### src/verilog/tnc_pkg.sv
// constants and types shared by the command, mask and receive flag slice
package tnc_pkg;
    localparam logic [7:0]  ADDR_STATUS   = 8'h12;
    localparam logic [7:0]  ADDR_MASK     = 8'h14;
    localparam logic [7:0]  ADDR_CMD      = 8'h16;
    localparam logic [7:0]  ADDR_RX_SID   = 8'h18;
    localparam logic [7:0]  ADDR_SRCH_SID = 8'h1a;
    localparam logic [7:0]  ADDR_FLAGS_HI = 8'h1c;
    localparam logic [7:0]  ADDR_FLAGS_LO = 8'h1e;

    localparam logic [7:0]  CMD_CANCEL    = 8'h01;
    localparam logic [7:0]  CMD_SEND      = 8'h03;
    localparam logic [7:0]  CMD_CLR_SUCC  = 8'h09;
    localparam logic [7:0]  CMD_WATCH     = 8'h0a;
    localparam logic [7:0]  CMD_CLR_PWR   = 8'h0e;
    localparam logic [7:0]  CMD_CLR_RCFG  = 8'h16;
    localparam logic [7:0]  CMD_CLR_ALL   = 8'h1e;

    localparam int          ST_TX_AVAIL   = 0;
    localparam int          ST_TX_FAIL    = 1;
    localparam int          ST_NO_REPLY   = 2;
    localparam int          ID_W          = 5;
    localparam int          MY_SID_LSB    = 8;
    localparam int          NPAGE         = 32;
    localparam int          LO_FUNC_LSB   = 4;

    localparam logic [1:0]  PS_256        = 2'h0;
    localparam logic [1:0]  PS_128        = 2'h1;
    localparam logic [1:0]  PS_64         = 2'h2;
    localparam logic [1:0]  PS_32         = 2'h3;

    localparam logic [15:0] MASK_RST      = 16'h0000;
    localparam logic [7:0]  CMD_RST       = 8'h00;
    localparam logic [31:0] FLAGS_RST     = 32'hffff_fffe;

    typedef enum logic [3:0] {
        TNC_TX_IDLE    = 4'b0001,
        TNC_TX_ARMED   = 4'b0010,
        TNC_TX_SENDING = 4'b0100,
        TNC_TX_CANCEL  = 4'b1000
    } tnc_tx_state_t;
endpackage

### src/verilog/tnc_tx_if.sv
// handshake between command decode and the transmit sequencer
`timescale 1ns/100ps
`default_nettype none
interface tnc_tx_if;
    logic send_cmd;
    logic cancel_cmd;
    logic token_arrive;
    logic tx_done;
    logic continuous;
    logic tx_available;
    logic start_tx;
    modport ctl (output send_cmd, cancel_cmd, token_arrive, tx_done, continuous,
                 input tx_available, start_tx);
    modport seq (input send_cmd, cancel_cmd, token_arrive, tx_done, continuous,
                 output tx_available, start_tx);
endinterface
`default_nettype wire

### src/verilog/tnc_regs.sv
// host register slice: command, interrupt mask, source ids and receive flags
`timescale 1ns/100ps
`default_nettype none
// Functional notes
// transmitter available reads 0 only while a send is pending, else 1.
// available, fail and no-reply bits together encode transmit outcome.
// each mask bit set passes its status bit onto the interrupt output.
// 8-bit bus ignores command upper byte; 16-bit host writes 00h there.
// command register reads back the last code written.
// code 03h arms a send that starts at next token arrival.
// continuous remote mode resends on every token after first send.
// free format and single shot modes need a send command per packet.
// code 01h cancels pending send at token arrival, then available is 1.
// host waits for available 1 before treating cancellation as done.
// cancellation stops continuous auto sending until a new send.
// code 09h clears the successor id error bit.
// code 0Ah restarts watch timer, clears its error and remote page flags.
// 0Eh clears power-on and excess refusal, 16h reconfig, 1Eh all three.
// capture source id of last own packet and of last packet.
// source id equal to search id sets the match found status.
// pages 16 to 31 work only at 32 byte pages, else read 1.
// free format page flag set on receive, cleared by write 1 or auto clear.
// remote page flag shows receive in period, cleared by 0Ah or check ok.
// receive inhibit going 1 to 0 sets every page flag to 1.
// low flags hold pages 1 to 15, bit 0 reads 0, 15-4 read 1 at 128/256.
// status bits clear on a written 1 or soft reset; 0 leaves them.
// auto clear disable stops last byte read clearing a free page flag.
// undefined command codes only update the read-back value.
// hardware and software reset restore every initial value; soft reset leaves host_rdata, inhibit_prev and the command pulses alone.
module tnc_regs (
    input  wire logic        clk_sys,
    input  wire logic        rst,
    input  wire logic        soft_rst,
    input  wire logic [7:0]  host_addr,
    input  wire logic [15:0] host_wdata,
    input  wire logic [1:0]  host_be,
    input  wire logic        host_wr,
    input  wire logic        host_rd,
    output logic      [15:0] host_rdata,
    input  wire logic        wide_bus_select,
    input  wire logic [15:0] int_status,
    output logic             irq,
    input  wire logic        token_arrive,
    input  wire logic        tx_done,
    input  wire logic        tx_error,
    input  wire logic        fbe_noreply,
    input  wire logic        tx_source_select,
    input  wire logic        single_shot_remote,
    output logic             start_tx,
    output logic             tx_available,
    output logic             tx_fail_flag,
    output logic             buffer_query_no_reply,
    input  wire logic        pkt_rx_valid,
    input  wire logic        pkt_to_me,
    input  wire logic [4:0]  pkt_src_id,
    output logic             source_match_found,
    output logic             clr_successor_err,
    output logic             restart_watch_timer,
    output logic             clr_watch_timer_error,
    output logic             clr_power_excess,
    output logic             clr_reconfig,
    input  wire logic        global_rx_inhibit,
    input  wire logic        auto_clear_disable,
    input  wire logic [1:0]  page_size,
    input  wire logic [31:0] page_remote,
    input  wire logic [31:0] page_complete,
    input  wire logic [31:0] last_byte_read,
    input  wire logic        warn_ok
);
    logic [15:0] interrupt_enable_mask;
    logic [7:0]  cmd_code;
    logic [4:0]  last_source_id;
    logic [4:0]  own_last_source_id;
    logic [4:0]  search_source_id;
    logic        inhibit_prev;
    logic [31:0] page_flags;

    tnc_tx_if txi ();

    // address decode
    wire [7:0] word_addr = {host_addr[7:1], 1'b0};
    wire       wr_lo = host_wr && host_be[0];
    wire       wr_hi = host_wr && host_be[1];
    wire       hit_status = (word_addr == tnc_pkg::ADDR_STATUS);
    wire       hit_mask = (word_addr == tnc_pkg::ADDR_MASK);
    wire       hit_cmd = (word_addr == tnc_pkg::ADDR_CMD);
    wire       hit_rx_sid = (word_addr == tnc_pkg::ADDR_RX_SID);
    wire       hit_srch = (word_addr == tnc_pkg::ADDR_SRCH_SID);
    wire       hit_hi = (word_addr == tnc_pkg::ADDR_FLAGS_HI);
    wire       hit_lo = (word_addr == tnc_pkg::ADDR_FLAGS_LO);

    // command strobe: only the low byte carries a code
    wire       cmd_wr = hit_cmd && wr_lo;
    wire       cmd_hi_wr = hit_cmd && wr_hi && wide_bus_select;
    wire [7:0] cmd_val = host_wdata[7:0];
    wire       cmd_send = cmd_wr && (cmd_val == tnc_pkg::CMD_SEND);
    wire       cmd_cancel = cmd_wr && (cmd_val == tnc_pkg::CMD_CANCEL);
    wire       cmd_succ = cmd_wr && (cmd_val == tnc_pkg::CMD_CLR_SUCC);
    wire       cmd_watch = cmd_wr && (cmd_val == tnc_pkg::CMD_WATCH);
    wire       cmd_pwr = cmd_wr && (cmd_val == tnc_pkg::CMD_CLR_PWR);
    wire       cmd_rcfg = cmd_wr && (cmd_val == tnc_pkg::CMD_CLR_RCFG);
    wire       cmd_all = cmd_wr && (cmd_val == tnc_pkg::CMD_CLR_ALL);

    // write-one-to-clear of the transmit outcome bits
    wire       clr_fail = hit_status && wr_lo && host_wdata[tnc_pkg::ST_TX_FAIL];
    wire       clr_noreply = hit_status && wr_lo && host_wdata[tnc_pkg::ST_NO_REPLY];

    // receive flag write-one-to-clear vector
    wire [15:0] flag_wr_bits = host_wdata & {{8{host_be[1]}}, {8{host_be[0]}}};
    wire [31:0] flag_wr_clear = {hit_hi && host_wr ? flag_wr_bits : 16'h0000,
                                 hit_lo && host_wr ? flag_wr_bits : 16'h0000};

    wire       inhibit_release = inhibit_prev && !global_rx_inhibit;

    // read views of the flags with page size masking
    wire       size_32 = (page_size == tnc_pkg::PS_32);
    wire       size_big = (page_size == tnc_pkg::PS_128) || (page_size == tnc_pkg::PS_256);
    wire [15:0] flags_hi_view = size_32 ? page_flags[31:16] : 16'hffff;
    wire [15:0] lo_func_mask = size_big ? 16'hfff0 : 16'h0000;
    wire [15:0] flags_lo_view = (page_flags[15:0] | lo_func_mask) & 16'hfffe;

    // effective interrupt status: transmit bits come from this slice
    wire [15:0] eff_status = {int_status[15:3], buffer_query_no_reply, tx_fail_flag, tx_available};
    assign irq = |(eff_status & interrupt_enable_mask);

    wire [15:0] read_mux = hit_mask   ? interrupt_enable_mask :
                           hit_cmd    ? {8'h00, cmd_code} :
                           hit_rx_sid ? {3'h0, own_last_source_id, 3'h0, last_source_id} :
                           hit_srch   ? {11'h000, search_source_id} :
                           hit_hi     ? flags_hi_view :
                           hit_lo     ? flags_lo_view : 16'h0000;

    wire       sid_hit = pkt_rx_valid && (pkt_src_id == search_source_id);

    // transmit sequencer
    assign txi.send_cmd = cmd_send;
    assign txi.cancel_cmd = cmd_cancel;
    assign txi.token_arrive = token_arrive;
    assign txi.tx_done = tx_done;
    assign txi.continuous = tx_source_select && !single_shot_remote;
    assign tx_available = txi.tx_available;
    assign start_tx = txi.start_tx;

    tnc_tx_seq u_tx_seq (
        .clk_sys  (clk_sys),
        .rst      (rst),
        .soft_rst (soft_rst),
        .tx       (txi)
    );

    tnc_page_flags #(
        .NPAGE (tnc_pkg::NPAGE)
    ) u_page_flags (
        .clk_sys            (clk_sys),
        .rst                (rst),
        .soft_rst           (soft_rst),
        .page_remote        (page_remote),
        .page_complete      (page_complete),
        .last_byte_read     (last_byte_read),
        .wr_clear           (flag_wr_clear),
        .auto_clear_disable (auto_clear_disable),
        .watch_clear        (cmd_watch),
        .warn_ok            (warn_ok),
        .inhibit_release    (inhibit_release),
        .flags              (page_flags)
    );

    // mask, command and search id registers
    always_ff @(posedge clk_sys or posedge rst) begin
        if (rst) begin
            interrupt_enable_mask <= tnc_pkg::MASK_RST;
            cmd_code <= tnc_pkg::CMD_RST;
            search_source_id <= '0;
        end else if (soft_rst) begin
            interrupt_enable_mask <= tnc_pkg::MASK_RST;
            cmd_code <= tnc_pkg::CMD_RST;
            search_source_id <= '0;
        end else begin
            if (hit_mask && wr_lo) interrupt_enable_mask[7:0] <= host_wdata[7:0];
            if (hit_mask && wr_hi) interrupt_enable_mask[15:8] <= host_wdata[15:8];
            if (cmd_wr) cmd_code <= cmd_val;
            if (hit_srch && wr_lo) search_source_id <= host_wdata[4:0];
        end
    end

    // transmit outcome flags, a new event wins over a clear
    always_ff @(posedge clk_sys or posedge rst) begin
        if (rst) begin
            tx_fail_flag <= 1'b0;
            buffer_query_no_reply <= 1'b0;
        end else if (soft_rst) begin
            tx_fail_flag <= 1'b0;
            buffer_query_no_reply <= 1'b0;
        end else begin
            if (tx_error || fbe_noreply) tx_fail_flag <= 1'b1;
            else if (clr_fail || cmd_send) tx_fail_flag <= 1'b0;
            if (fbe_noreply) buffer_query_no_reply <= 1'b1;
            else if (clr_noreply || cmd_send) buffer_query_no_reply <= 1'b0;
        end
    end

    // source id capture and match
    always_ff @(posedge clk_sys or posedge rst) begin
        if (rst) begin
            last_source_id <= '0;
            own_last_source_id <= '0;
            source_match_found <= 1'b0;
        end else if (soft_rst) begin
            last_source_id <= '0;
            own_last_source_id <= '0;
            source_match_found <= 1'b0;
        end else begin
            if (pkt_rx_valid) last_source_id <= pkt_src_id;
            if (pkt_rx_valid && pkt_to_me) own_last_source_id <= pkt_src_id;
            source_match_found <= sid_hit;
        end
    end

    // command side effect pulses
    always_ff @(posedge clk_sys or posedge rst) begin
        if (rst) begin
            clr_successor_err <= 1'b0;
            restart_watch_timer <= 1'b0;
            clr_watch_timer_error <= 1'b0;
            clr_power_excess <= 1'b0;
            clr_reconfig <= 1'b0;
        end else begin
            clr_successor_err <= cmd_succ;
            restart_watch_timer <= cmd_watch;
            clr_watch_timer_error <= cmd_watch;
            clr_power_excess <= cmd_pwr || cmd_all;
            clr_reconfig <= cmd_rcfg || cmd_all;
        end
    end

    // read data register and inhibit edge tracking
    always_ff @(posedge clk_sys or posedge rst) begin
        if (rst) begin
            host_rdata <= 16'h0000;
            inhibit_prev <= 1'b0;
        end else begin
            if (host_rd) host_rdata <= read_mux;
            inhibit_prev <= global_rx_inhibit;
        end
    end

    a_irq_gate: assert property (
        @(posedge clk_sys) disable iff (rst || soft_rst)
        (hit_mask && host_wr && host_be == 2'b11 && (host_wdata & eff_status) == 16'h0000
         && $stable(int_status)) ##1 $stable(int_status) && $stable(eff_status) |-> !irq)
        else $error("interrupt raised with every active status bit masked");

    a_cmd_upper_kept: assert property (
        @(posedge clk_sys) disable iff (rst || soft_rst)
        ((cmd_hi_wr || (hit_cmd && wr_hi)) && !wr_lo) |=> $stable(cmd_code))
        else $error("command upper byte write changed the command code");

    a_cmd_readback: assert property (
        @(posedge clk_sys) disable iff (rst || soft_rst)
        (cmd_wr ##1 !cmd_wr ##1 (host_rd && hit_cmd && !cmd_wr)) |=> host_rdata == {8'h00, $past(cmd_val, 3)})
        else $error("command register did not read back the last code");

    a_send_arms: assert property (
        @(posedge clk_sys) disable iff (rst || soft_rst)
        cmd_send |=> !tx_available)
        else $error("send command did not clear transmitter available");

    a_watch_cmd: assert property (
        @(posedge clk_sys) disable iff (rst || soft_rst)
        cmd_watch |=> restart_watch_timer && clr_watch_timer_error ##1 !restart_watch_timer)
        else $error("watch timer command pulse wrong");

    a_pwr_clear: assert property (
        @(posedge clk_sys) disable iff (rst || soft_rst)
        cmd_pwr |=> clr_power_excess && !clr_reconfig)
        else $error("power-on and refusal clear command misdecoded");

    a_sid_capture: assert property (
        @(posedge clk_sys) disable iff (rst || soft_rst)
        pkt_rx_valid |=> last_source_id == $past(pkt_src_id))
        else $error("received source id not captured");

    a_sid_match: assert property (
        @(posedge clk_sys) disable iff (rst || soft_rst)
        (pkt_rx_valid && pkt_src_id == search_source_id) |=> source_match_found)
        else $error("matching source id did not raise match found");

    a_high_flags: assert property (
        @(posedge clk_sys) disable iff (rst || soft_rst)
        (host_rd && hit_hi && !size_32) |=> host_rdata == 16'hffff)
        else $error("upper page flags not all ones outside 32 byte pages");

    a_inhibit_release: assert property (
        @(posedge clk_sys) disable iff (rst || soft_rst)
        inhibit_release |=> page_flags == tnc_pkg::FLAGS_RST)
        else $error("receive inhibit release did not restore page flags");

    a_fail_combo: assert property (
        @(posedge clk_sys) disable iff (rst || soft_rst)
        fbe_noreply |=> tx_fail_flag && buffer_query_no_reply)
        else $error("no reply did not set both fail bits");
endmodule
`default_nettype wire

### src/verilog/tnc_tx_seq.sv
// transmit sequencer: send arming, token wait, cancellation, auto repeat
`timescale 1ns/100ps
`default_nettype none
module tnc_tx_seq (
    input  wire logic    clk_sys,
    input  wire logic    rst,
    input  wire logic    soft_rst,
    tnc_tx_if.seq        tx
);
    tnc_pkg::tnc_tx_state_t state;
    tnc_pkg::tnc_tx_state_t next_state;
    logic                   auto_repeat;
    logic                   next_auto_repeat;
    wire                    in_idle = (state == tnc_pkg::TNC_TX_IDLE);
    wire                    in_armed = (state == tnc_pkg::TNC_TX_ARMED);

    assign tx.tx_available = in_idle || (state == tnc_pkg::TNC_TX_CANCEL && tx.token_arrive);
    assign tx.start_tx = tx.token_arrive && (in_armed || (in_idle && auto_repeat && !tx.send_cmd));

    always_comb begin
        next_state = state;
        next_auto_repeat = auto_repeat;
        unique case (state)
            tnc_pkg::TNC_TX_IDLE: begin
                if (tx.send_cmd) next_state = tnc_pkg::TNC_TX_ARMED;
                else if (tx.start_tx) next_state = tnc_pkg::TNC_TX_SENDING;
                if (tx.cancel_cmd) next_auto_repeat = 1'b0;
            end
            tnc_pkg::TNC_TX_ARMED: begin
                if (tx.token_arrive) begin
                    next_state = tnc_pkg::TNC_TX_SENDING;
                    next_auto_repeat = tx.continuous && !tx.cancel_cmd;
                end else if (tx.cancel_cmd) next_state = tnc_pkg::TNC_TX_CANCEL;
            end
            tnc_pkg::TNC_TX_SENDING: begin
                if (tx.tx_done) next_state = tx.send_cmd ? tnc_pkg::TNC_TX_ARMED : tnc_pkg::TNC_TX_IDLE;
                if (tx.cancel_cmd) next_auto_repeat = 1'b0;
            end
            tnc_pkg::TNC_TX_CANCEL: begin
                next_auto_repeat = 1'b0;
                if (tx.send_cmd) next_state = tnc_pkg::TNC_TX_ARMED;
                else if (tx.token_arrive) next_state = tnc_pkg::TNC_TX_IDLE;
            end
        endcase
    end

    always_ff @(posedge clk_sys or posedge rst) begin
        if (rst) begin
            state <= tnc_pkg::TNC_TX_IDLE;
            auto_repeat <= 1'b0;
        end else if (soft_rst) begin
            state <= tnc_pkg::TNC_TX_IDLE;
            auto_repeat <= 1'b0;
        end else begin
            state <= next_state;
            auto_repeat <= next_auto_repeat;
        end
    end

    a_auto_resend: assert property (
        @(posedge clk_sys) disable iff (rst || soft_rst)
        (in_idle && auto_repeat && tx.token_arrive && !tx.send_cmd) |-> tx.start_tx ##1 !tx.tx_available)
        else $error("continuous remote send did not restart on token");

    a_cancel_done: assert property (
        @(posedge clk_sys) disable iff (rst || soft_rst)
        (state == tnc_pkg::TNC_TX_CANCEL && tx.token_arrive && !tx.send_cmd)
        |-> tx.tx_available && !tx.start_tx ##1 in_idle)
        else $error("cancelled send was started or did not free the transmitter");
endmodule
`default_nettype wire

### src/verilog/tnc_page_flags.sv
// per page receive flags for free format and remote buffer pages
`timescale 1ns/100ps
`default_nettype none
module tnc_page_flags #(
    parameter int NPAGE = tnc_pkg::NPAGE
) (
    input  wire logic             clk_sys,
    input  wire logic             rst,
    input  wire logic             soft_rst,
    input  wire logic [NPAGE-1:0] page_remote,
    input  wire logic [NPAGE-1:0] page_complete,
    input  wire logic [NPAGE-1:0] last_byte_read,
    input  wire logic [NPAGE-1:0] wr_clear,
    input  wire logic             auto_clear_disable,
    input  wire logic             watch_clear,
    input  wire logic             warn_ok,
    input  wire logic             inhibit_release,
    output logic      [NPAGE-1:0] flags
);
    wire [NPAGE-1:0] auto_clr = last_byte_read & {NPAGE{!auto_clear_disable}};
    wire [NPAGE-1:0] free_clr = ~page_remote & (wr_clear | auto_clr);
    wire [NPAGE-1:0] rem_clr = page_remote & {NPAGE{watch_clear | warn_ok}};
    wire [NPAGE-1:0] next_flags = inhibit_release ? tnc_pkg::FLAGS_RST
                                  : (((flags & ~(free_clr | rem_clr)) | page_complete) & tnc_pkg::FLAGS_RST);

    always_ff @(posedge clk_sys or posedge rst) begin
        if (rst) flags <= tnc_pkg::FLAGS_RST;
        else if (soft_rst) flags <= tnc_pkg::FLAGS_RST;
        else flags <= next_flags;
    end
endmodule
`default_nettype wire

### config.mk
export PLATFORM = sky130hd
export DESIGN_NAME = tnc_regs
export DESIGN_NICKNAME = d
export VERILOG_FILES = /design/src/verilog/tnc_pkg.sv /design/src/verilog/tnc_tx_if.sv /design/src/verilog/tnc_regs.sv /design/src/verilog/tnc_tx_seq.sv /design/src/verilog/tnc_page_flags.sv
export SDC_FILE = /design/constraint.sdc
export NUM_CORES = 1
export LEC_CHECK = 0
export BUFFER_PORTS_ARGS = -buffer_cell sky130_fd_sc_hd__buf_4
export CORE_UTILIZATION = 50
export DETAILED_ROUTE_END_ITERATION = 7
export PLACE_DENSITY = 0.84
export SETUP_SLACK_MARGIN = 0.1
export SLEW_MARGIN = 10
export SYNTH_ARGS = -nofsm -noshare
export SYNTH_HDL_FRONTEND = slang
export SYNTH_SLANG_ARGS = --single-unit
### constraint.sdc
create_clock -name clk_sys -period 4.1 [get_ports clk_sys]
set_input_delay 0.82 -clock clk_sys [delete_from_list [all_inputs] [get_ports clk_sys]]
set_output_delay 0.82 -clock clk_sys [all_outputs]
set_load 0.02 [all_outputs]
==> impl_metrics.yaml, run 1 <==
worst_setup_path:
  worstPathMaxFanout: 32
  required_ns: 3.28
  start_kind: "primary input"
  max_stage_delay_ns: 0.33
  reg2regPathDepth: 5
  critPathBufInv: 2
  crit_end: "start_tx"
  timing.critical_path.max_delay_family: "simple AND/OR/NAND/NOR gates"
  crit_path_end_kind: "primary output"
  crit_path_frequent_cell: "buf_4"
  r2r_start: "u_tx_seq.state[3]"
  cp.depth: 7
  path_cells: "buf_4 > and3_1 > and4_1 > nand4_1 > nand3_1 > a21boi_0 > buf_4"
  critPathSlowestCell: "buf_4"
  path_class: "in2out"
  reg2reg_slack_ns: 2.33
  regToRegEndpoint: "u_tx_seq.state[2]"
  crit_start: "host_addr[1]"
  cp.arrival_ns: 2.44
cts:
  cts.sinks: 99
  cts_buffer_depth: 2
  clkTransAtPathRegs_ns: 0.07
  cts_tree: "built"
  clockRootBuffer: "clkbuf_16"
  clkLatencyLatePin_ns: 0.35
  cts_buffers: 9
  ctsHoldBuffers: 0
  htreeDepth: 3
  post_cts_buffers: 0
  cts_resized: 0
placement:
  dp_cells: 926
  hpwl_um: 13700
  post_dp_cell_area_sq_um: 7160
  io_buffers: 180
  gp_congestion: 0.947
floorplanning:
  die_h_um: 109
  row_count: 38
  start_util: 0.524
  dieWidth_um: 109
  fp.coreArea_sq_um: 11000
  dieArea_sq_um: 12000
  io_pins: 189
power_and_ir_drop:
  p_total_w: 0.00241
  power-per-cell-area_nw_per_um2: 323
  vdd_drop_max_mv: 0.193
  p_leak_nw: 3.35
drt:
  drcViolationCount: 0
  drt_iter0_drc: 589
  drt_pass1_iterations: 6
  via_count: 5709
  via_per_inst: 6.06
  final_antenna_net_count: 0
  wirelength_um: 18000
  post_drt_wl_per_cell_um: 19.1
finish:
  area_growth_pct: 29.2
  insertedDiodeCount: 0
  fin_area_sq_um: 7460
  drive_gt1_frac: 0.313
  final_common_cell: "buf_4"
  nNetsFinal: 959
  final_cells: 942
  final_cell_mix: "buf_4 (183), nor2_1 (75), dfrtp_1 (67), nand2_1 (63), a21oi_1 (39)"
global_route:
  grtUsageTotal: 0.310
  grt_pass1_wl_um: 28000
  grt_max_degree: 56
  grt_antenna_before_repair: 0
  grt_pass1_vias: 5534
  grt.overflow.total: 0
sta:
  slew_headroom: 0.369
  hold_ws_ns: 0.481
  rsz0062_at_grt: "false"
  worst_pin_slew_ns: 0.946
  hold_viol_final: 0
  slew_viol_final: 0
  fin_crit_sh: 0.794
  setup_viol: 0
  period_needed_ns: 3.26
  fmax_mhz: 307
  skew_ns: 0.00887
  tns_ns: 0
synth:
  ys_types: 62
  synth-seq-cells: 99
  async_reset_ff_frac: 1.00
  synth_ff_type: "dfrtp_1"
  synthCells: 640
  synth_nets: 802
  syn_area_sq_um: 5780
  synth_area_per_cell_sq_um: 9.02
  ys_seq_area_frac: 0.436
  yosys_warnings: 0
  synth_edf_count: 0
run:
  drv_cap: 0
run_status:
  status: "finished clean"
min_path:
  hold_class: "reg2reg"
==> stage by stage <==
stage	util	worst slack, ns
after floorplan	-	0.743
after global placement	0.650	0.914
after detailed placement	0.650	0.860
after CTS	0.676	0.848
after global routing	0.676	0.738
final	0.676	0.845
==> area by class of cell <==
class	instances	area [sq um]
Timing Repair Buffer	183	1370
Fill cell	896	3570
Sequential cell	99	2520
Inverter	6	23.8
Clock inverter	4	50.0
Multi-Input combinational cell	498	3080
Tap cell	140	175
Clock buffer	12	246
==> how the worst min path moves through the flow <==
stage	startpoint	endpoint	cells after the start
floorplan	u_page_flags.flags[31]	u_page_flags.flags[31]	2
global placement	u_page_flags.flags[31]	u_page_flags.flags[31]	2
detailed placement	u_page_flags.flags[18]	u_page_flags.flags[18]	2
CTS	u_page_flags.flags[18]	u_page_flags.flags[18]	2
global route	u_page_flags.flags[18]	u_page_flags.flags[18]	2
finish	u_page_flags.flags[31]	u_page_flags.flags[31]	2
==> power by group <==
part	internal (W)	leakage (nW)	switching, W
combinational	0.000232	1.97	0.000248
clock	0.000489	0.139	0.000367
sequential	0.00103	1.25	0.0000440
==> state kept, by name (all words and copies together), names as in the netlist <==
name,count
source_match_found,1
clr_power_excess,1
cmd_code,8
search_source_id,5
u_tx_seq.state,4
u_page_flags.flags,31
tx_fail_flag,1
u_tx_seq.auto_repeat,1
own_last_source_id,5
buffer_query_no_reply,1
clr_watch_timer_error,1
last_source_id,5
clr_reconfig,1
inhibit_prev,1
host_rdata,16
interrupt_enable_mask,16
clr_successor_err,1
==> cell families after synthesis <==
family	synth area share
multiplexers	0.0626
flip-flops	0.436
AND/OR/NAND/NOR	0.290
XOR/XNOR	0.00910
AO/OA/AOI/OAI	0.171
buffers and inverters	0.0318
==> Yosys cell counts, drive strengths merged (7+ instances only) <==
cell      n  area (sq um)
nand2b   34           213
nor3     40           258
nor3b    11          82.6
nor2     75           282
mux2i    35           350
a2bb2oi   7          61.3
buf      12          66.3
a22oi     7          52.6
a21oi    39           195
nand2    64           243
nand3    11          55.1
dfstp    32           841
dfrtp    67          1680
nand3b   33           248
o21ai    51           255
clkbuf   25          95.1
a21o      9          67.6
==> metal layers <==
layer  part of all wire  global-route usage  vias to the layer above
met5                  0                   0                        -
met4              0.025               0.130                        0
met3              0.080              0.0593                       35
met2               0.49               0.504                      322
met1               0.41               0.406                     2725
li1                   -                   -                     2627
==> worst reg2reg max path: stages (launching register included) <==
cell and delay [ns]:
dfrtp_1 0.45, or4b_4 0.62, nand2b_1 0.10, a21boi_1 0.09, a211o_1 0.29, a21oi_1 0.14
Note: power is estimated with default switching activity, not from simulation.
==> run 2: changes to the inputs <==
--- a/config.mk
+++ b/config.mk
@@ -6,9 +6,9 @@
 export NUM_CORES = 1
 export LEC_CHECK = 0
 export BUFFER_PORTS_ARGS = -buffer_cell sky130_fd_sc_hd__buf_4
-export CORE_UTILIZATION = 50
+export CORE_UTILIZATION = 46
 export DETAILED_ROUTE_END_ITERATION = 7
-export PLACE_DENSITY = 0.84
+export PLACE_DENSITY = 0.82
 export SETUP_SLACK_MARGIN = 0.1
 export SLEW_MARGIN = 10
 export SYNTH_ARGS = -nofsm -noshare
==> constraint.sdc (replaced) <==
create_clock -name clk_sys -period 2.7 [get_ports clk_sys]
set_input_delay 0.54 -clock clk_sys [delete_from_list [all_inputs] [get_ports clk_sys]]
set_output_delay 0.54 -clock clk_sys [all_outputs]
set_load 0.02 [all_outputs]
==> run 2 against run 1 <==
Effect of this change: hold slack got worse by 0.28 ns; sequential power increased by 52%; sequential share of layout area shrank 0.66 points; core utilization fell by 4.8 points; clock skew down 0.0010 ns; critical path depth shrank 3; combinational power rose by 54%; register-to-register slack worse by 1.4 ns; routed wire length increased by 1.6%; critical endpoint unchanged; largest power group unchanged.
==> impl_metrics.yaml, run 2 (synthesis gave the netlist of run 1 again) <==
cts:
  cts.sinks: 99
  cts_tree: "built"
  cts_buffers: 9
  post_cts_buffers: 0
  htreeDepth: 3
  cts_resized: 0
  ctsHoldBuffers: 0
  clockRootBuffer: "clkbuf_16"
  clkLatencyLatePin_ns: 0.34
  clkTransAtPathRegs_ns: 0.07
  cts_buffer_depth: 2
finish:
  final_cell_mix: "buf_4 (192), nor2_1 (75), dfrtp_1 (67), nand2_1 (63), a21oi_1 (39)"
  largest_reg_flops: 31
  insertedDiodeCount: 0
  top_regs: "u_page_flags.flags (31), host_rdata (16), interrupt_enable_mask (16)"
  nNetsFinal: 969
  top_register: "u_page_flags.flags"
  fillers: 1013
  area_growth_pct: 31.8
  drive_gt1_frac: 0.323
  final_common_cell: "buf_4"
  final_core_util: 0.628
global_route:
  grt_pass1_vias: 5490
  grt.overflow.total: 0
  grt_max_degree: 52
  grt_pass1_wl_um: 28700
  grtUsageTotal: 0.286
  grt_antenna_before_repair: 0
placement:
  place_ws_ns: 0.274
  hpwl_um: 13900
  gp_congestion: 0.933
  io_buffers: 180
worst_setup_path:
  cp.arrival_ns: 1.93
  critPathSlowestCell: "dfstp_2"
  path_class: "reg2out"
  required_ns: 2.16
  r2r_start: "u_tx_seq.state[3]"
  max_stage_delay_ns: 0.59
  start_kind: "flip-flop"
  crit_end: "start_tx"
  crit_path_end_kind: "primary output"
  worstPathMaxFanout: 7
  path_cells: "nor4b_1 > nand3_1 > a21boi_0 > buf_4"
  regToRegEndpoint: "u_tx_seq.state[2]"
  reg2reg_slack_ns: 0.92
  critPathBufInv: 1
  cp.depth: 4
  reg2regPathDepth: 5
  timing.critical_path.max_delay_family: "simple AND/OR/NAND/NOR gates"
  crit_start: "u_tx_seq.state[0]"
floorplanning:
  dieArea_sq_um: 13000
  fp.coreArea_sq_um: 12100
  row_count: 40
  dieWidth_um: 114
  die_h_um: 114
  io_pins: 189
  start_util: 0.477
sta:
  fin_ws_ns: 0.231
  skew_ns: 0.00785
  rsz0062_at_grt: "false"
  worst_pin_slew_ns: 0.727
  hold_viol_final: 0
  hold_ws_ns: 0.200
  tns_ns: 0
  fmax_mhz: 405
  slew_viol_final: 0
  fin_crit_sh: 0.915
  period_needed_ns: 2.47
  slew_headroom: 0.515
  setup_viol: 0
power_and_ir_drop:
  p_total_w: 0.00376
  power-per-cell-area_nw_per_um2: 494
  vdd_drop_max_mv: 0.338
  p_leak_nw: 3.43
drt:
  post_drt_wl_per_cell_um: 18.6
  final_antenna_net_count: 0
  drt_pass1_iterations: 5
  drt_iter0_drc: 433
  via_per_inst: 5.85
  via_count: 5734
  drcViolationCount: 0
  wirelength_um: 18200
min_path:
  hold_class: "in2async"
run:
  drv_cap: 0
run_status:
  status: "finished clean"
## run 2: cell types whose count changed in the layout (fill, tap and decap cells not counted), sizes merged
cell      delta
clkbuf       -3
bufinv       +1
buf         +10
clkinvlp     -1
inv          +3
## run 2: metrics by stage
| stage | cells | cell area (sq um) |
|---|---|---|
| floorplan | 640 | 5780 |
| global placement | 964 | 7290 |
| detailed placement | 964 | 7290 |
| CTS | 980 | 7610 |
| global route | 980 | 7610 |
| finish | 980 | 7610 |
## run 2: per-layer routing
| metal | global-route usage | wire length [um] |
|---|---|---|
| met1 | 0.394 | 7730 |
| met2 | 0.465 | 8710 |
| met3 | 0.0445 | 1430 |
| met4 | 0.0918 | 369 |
| met5 | 0 | 0 |
## run 2: how the worst min path moves through the flow
| stage | startpoint | end | slack (ns) | cells past startpoint |
|---|---|---|---|---|
| after floorplan | u_page_flags.flags[31] | u_page_flags.flags[31] | 0.45 | 2 |
| after global placement | u_page_flags.flags[31] | u_page_flags.flags[31] | 0.46 | 2 |
| after detailed placement | u_page_flags.flags[13] | u_page_flags.flags[13] | 0.47 | 2 |
| after CTS | rst | host_rdata[1] | 0.21 | 2 |
| after global routing | rst | host_rdata[2] | 0.23 | 2 |
| final | rst | host_rdata[1] | 0.20 | 2 |
## run 2: cell type report
| cell class | count | area (sq um) | area share |
|---|---|---|---|
| Clock buffer | 9 | 225 | 0.0296 |
| Clock inverter | 7 | 96.3 | 0.0127 |
| Inverter | 6 | 26.3 | 0.00345 |
| Multi-Input combinational cell | 498 | 3070 | 0.404 |
| Sequential cell | 99 | 2520 | 0.331 |
| Tap cell | 168 | 210 | 0.0276 |
| Timing Repair Buffer | 193 | 1460 | 0.192 |
## run 2: report_power, final
group | switching, W | total [W] | internal (W)
Clock | 0.000575 | 0.00139 | 0.000819
Sequential | 0.0000653 | 0.00163 | 0.00156
Combinational | 0.000378 | 0.000737 | 0.000359
Total | 0.00102 | 0.00376 | 0.00274
==> run 3: changes to the inputs <==
--- a/config.mk
+++ b/config.mk
@@ -8,6 +8,7 @@
 export BUFFER_PORTS_ARGS = -buffer_cell sky130_fd_sc_hd__buf_4
 export CORE_UTILIZATION = 46
 export DETAILED_ROUTE_END_ITERATION = 7
+export GPL_TIMING_DRIVEN = 0
 export PLACE_DENSITY = 0.82
 export SETUP_SLACK_MARGIN = 0.1
 export SLEW_MARGIN = 10
==> run 3 against run 2 <==
Effect of this change: routed wire length up 2.5%; core utilization up 0.37 points; sequential share of layout area down 0.19 points; via count up 1.6%; first-iteration DRC count up 2.8%; non-clock buffer count up 23; critical path depth up 1; worst setup slack better by 0.0084 ns; die area unchanged; sequential power about the same; hold slack better by 0.077 ns.
==> impl_metrics.yaml, run 3 (synthesis gave the netlist of run 1 again) <==
finish:
  top_regs: "u_page_flags.flags (31), host_rdata (16), interrupt_enable_mask (16)"
  area_growth_pct: 32.6
  insertedDiodeCount: 0
  nNetsFinal: 992
  largest_reg_flops: 31
  final_common_cell: "buf_4"
  top_register: "u_page_flags.flags"
  final_cell_mix: "buf_4 (178), nor2_1 (75), dfrtp_1 (67), nand2_1 (63), a21oi_1 (39)"
  drive_gt1_frac: 0.313
  fin_area_sq_um: 7660
sta:
  setup_viol: 0
  fin_crit_sh: 0.911
  fmax_mhz: 406
  hold_ws_ns: 0.276
  slew_headroom: 0.550
  tns_ns: 0
  rsz0062_at_grt: "false"
  skew_ns: 0.0111
  worst_pin_slew_ns: 0.675
  hold_viol_final: 0
  slew_viol_final: 0
  fin_ws_ns: 0.239
  period_needed_ns: 2.46
floorplanning:
  fp.coreArea_sq_um: 12100
  die_h_um: 114
  dieWidth_um: 114
  row_count: 40
  dieArea_sq_um: 13000
  start_util: 0.477
  io_pins: 189
drt:
  drcViolationCount: 0
  drt_pass1_iterations: 6
  post_drt_wl_per_cell_um: 18.7
  wirelength_um: 18700
  drt_iter0_drc: 445
  via_per_inst: 5.81
  final_antenna_net_count: 0
  via_count: 5823
worst_setup_path:
  regToRegEndpoint: "u_tx_seq.state[2]"
  path_cells: "clkbuf_1 > nor4b_1 > a21o_1 > a211o_1 > buf_4"
  r2r_start: "u_tx_seq.state[2]"
  timing.critical_path.max_delay_family: "simple AND/OR/NAND/NOR gates"
  reg2reg_slack_ns: 0.85
  crit_path_end_kind: "primary output"
  required_ns: 2.16
  cp.arrival_ns: 1.92
  path_class: "reg2out"
  start_kind: "flip-flop"
  critPathSlowestCell: "nor4b_1"
  worstPathMaxFanout: 10
  critPathBufInv: 2
  reg2regPathDepth: 6
  max_stage_delay_ns: 0.48
cts:
  cts_buffers: 9
  cts_buffer_depth: 2
  clkTransAtPathRegs_ns: 0.07
  ctsHoldBuffers: 0
  clockRootBuffer: "clkbuf_16"
  cts.sinks: 99
  htreeDepth: 3
  cts_tree: "built"
  clkLatencyLatePin_ns: 0.35
placement:
  post_dp_cell_area_sq_um: 7350
  gp_congestion: 0.907
  place_ws_ns: 0.0854
  io_buffers: 176
  hpwl_um: 14600
power_and_ir_drop:
  vdd_drop_max_mv: 0.279
  power-per-cell-area_nw_per_um2: 479
  p_leak_nw: 3.43
global_route:
  grtUsageTotal: 0.298
  grt_pass1_wl_um: 29400
  grt_antenna_before_repair: 0
  grt_max_degree: 38
  grt.overflow.total: 0
  grt_pass1_vias: 5501
run:
  drv_cap: 0
run_status:
  status: "finished clean"
min_path:
  hold_class: "in2async"
==> run 3: layer usage <==
| metal | wire (um) | GRT usage | share of wire | up-vias |
|---|---|---|---|---|
| li1 | - | - | - | 2700 |
| met1 | 7810 | 0.408 | 0.42 | 2770 |
| met2 | 8880 | 0.483 | 0.47 | 313 |
| met3 | 1610 | 0.0545 | 0.086 | 40 |
| met4 | 419 | 0.0900 | 0.022 | 0 |
| met5 | 0 | 0 | 0 | - |
==> run 3: per-stage QoR <==
stage / util / instances / power, W
finish: 0.632 / 1003 / 0.00367
global route: 0.632 / 1003 / 0.00380
CTS: 0.632 / 1003 / 0.00366
detailed placement: 0.607 / 986 / 0.00240
global placement: 0.604 / 984 / 0.00239
floorplan: - / 640 / 0.00204
==> run 3: how the worst max path moves through the flow <==
stage | from | end | slack (ns) | cells after the start
5_1_grt | host_wdata[4] | start_tx | 0.11 | 7
3_5_place_dp | host_addr[6] | start_tx | 0.09 | 7
3_3_place_gp | host_addr[6] | start_tx | 0.1 | 7
4_1_cts | u_tx_seq.state[2] | irq | 0.22 | 5
6_report | u_tx_seq.state[2] | irq | 0.24 | 5
2_1_floorplan | host_wdata[2] | start_tx | 0.28 | 6
==> run 3: final cells by class <==
cell class,instances,area (sq um)
Buffer,37,163
Sequential cell,99,2520
Fill cell,1073,4460
Timing Repair Buffer,179,1370
Tap cell,168,210
Clock buffer,9,225
Multi-Input combinational cell,498,3080
Inverter,6,26.3
Clock inverter,7,65.1
==> run 3: where the power goes <==
part | switching (W) | total, W | internal [W]
registers | 0.0000537 | 0.00162 | 0.00156
clock network | 0.000630 | 0.00128 | 0.000652
logic | 0.000404 | 0.000770 | 0.000366
==> run 3: what timing repair did <==
item	CTS	global route
setup endpoints to repair	1	2
gates cloned	0	0
gates resized for setup	0	3
setup buffers	1	0
==> run 3: worst reg2reg max path, cell delays in order, from the launching register on <==
cell and delay, ns:
dfrtp_1 0.36, clkbuf_1 0.21, or4b_4 0.59, nand2b_1 0.10, a21boi_1 0.08, a211o_1 0.29, a21oi_1 0.14
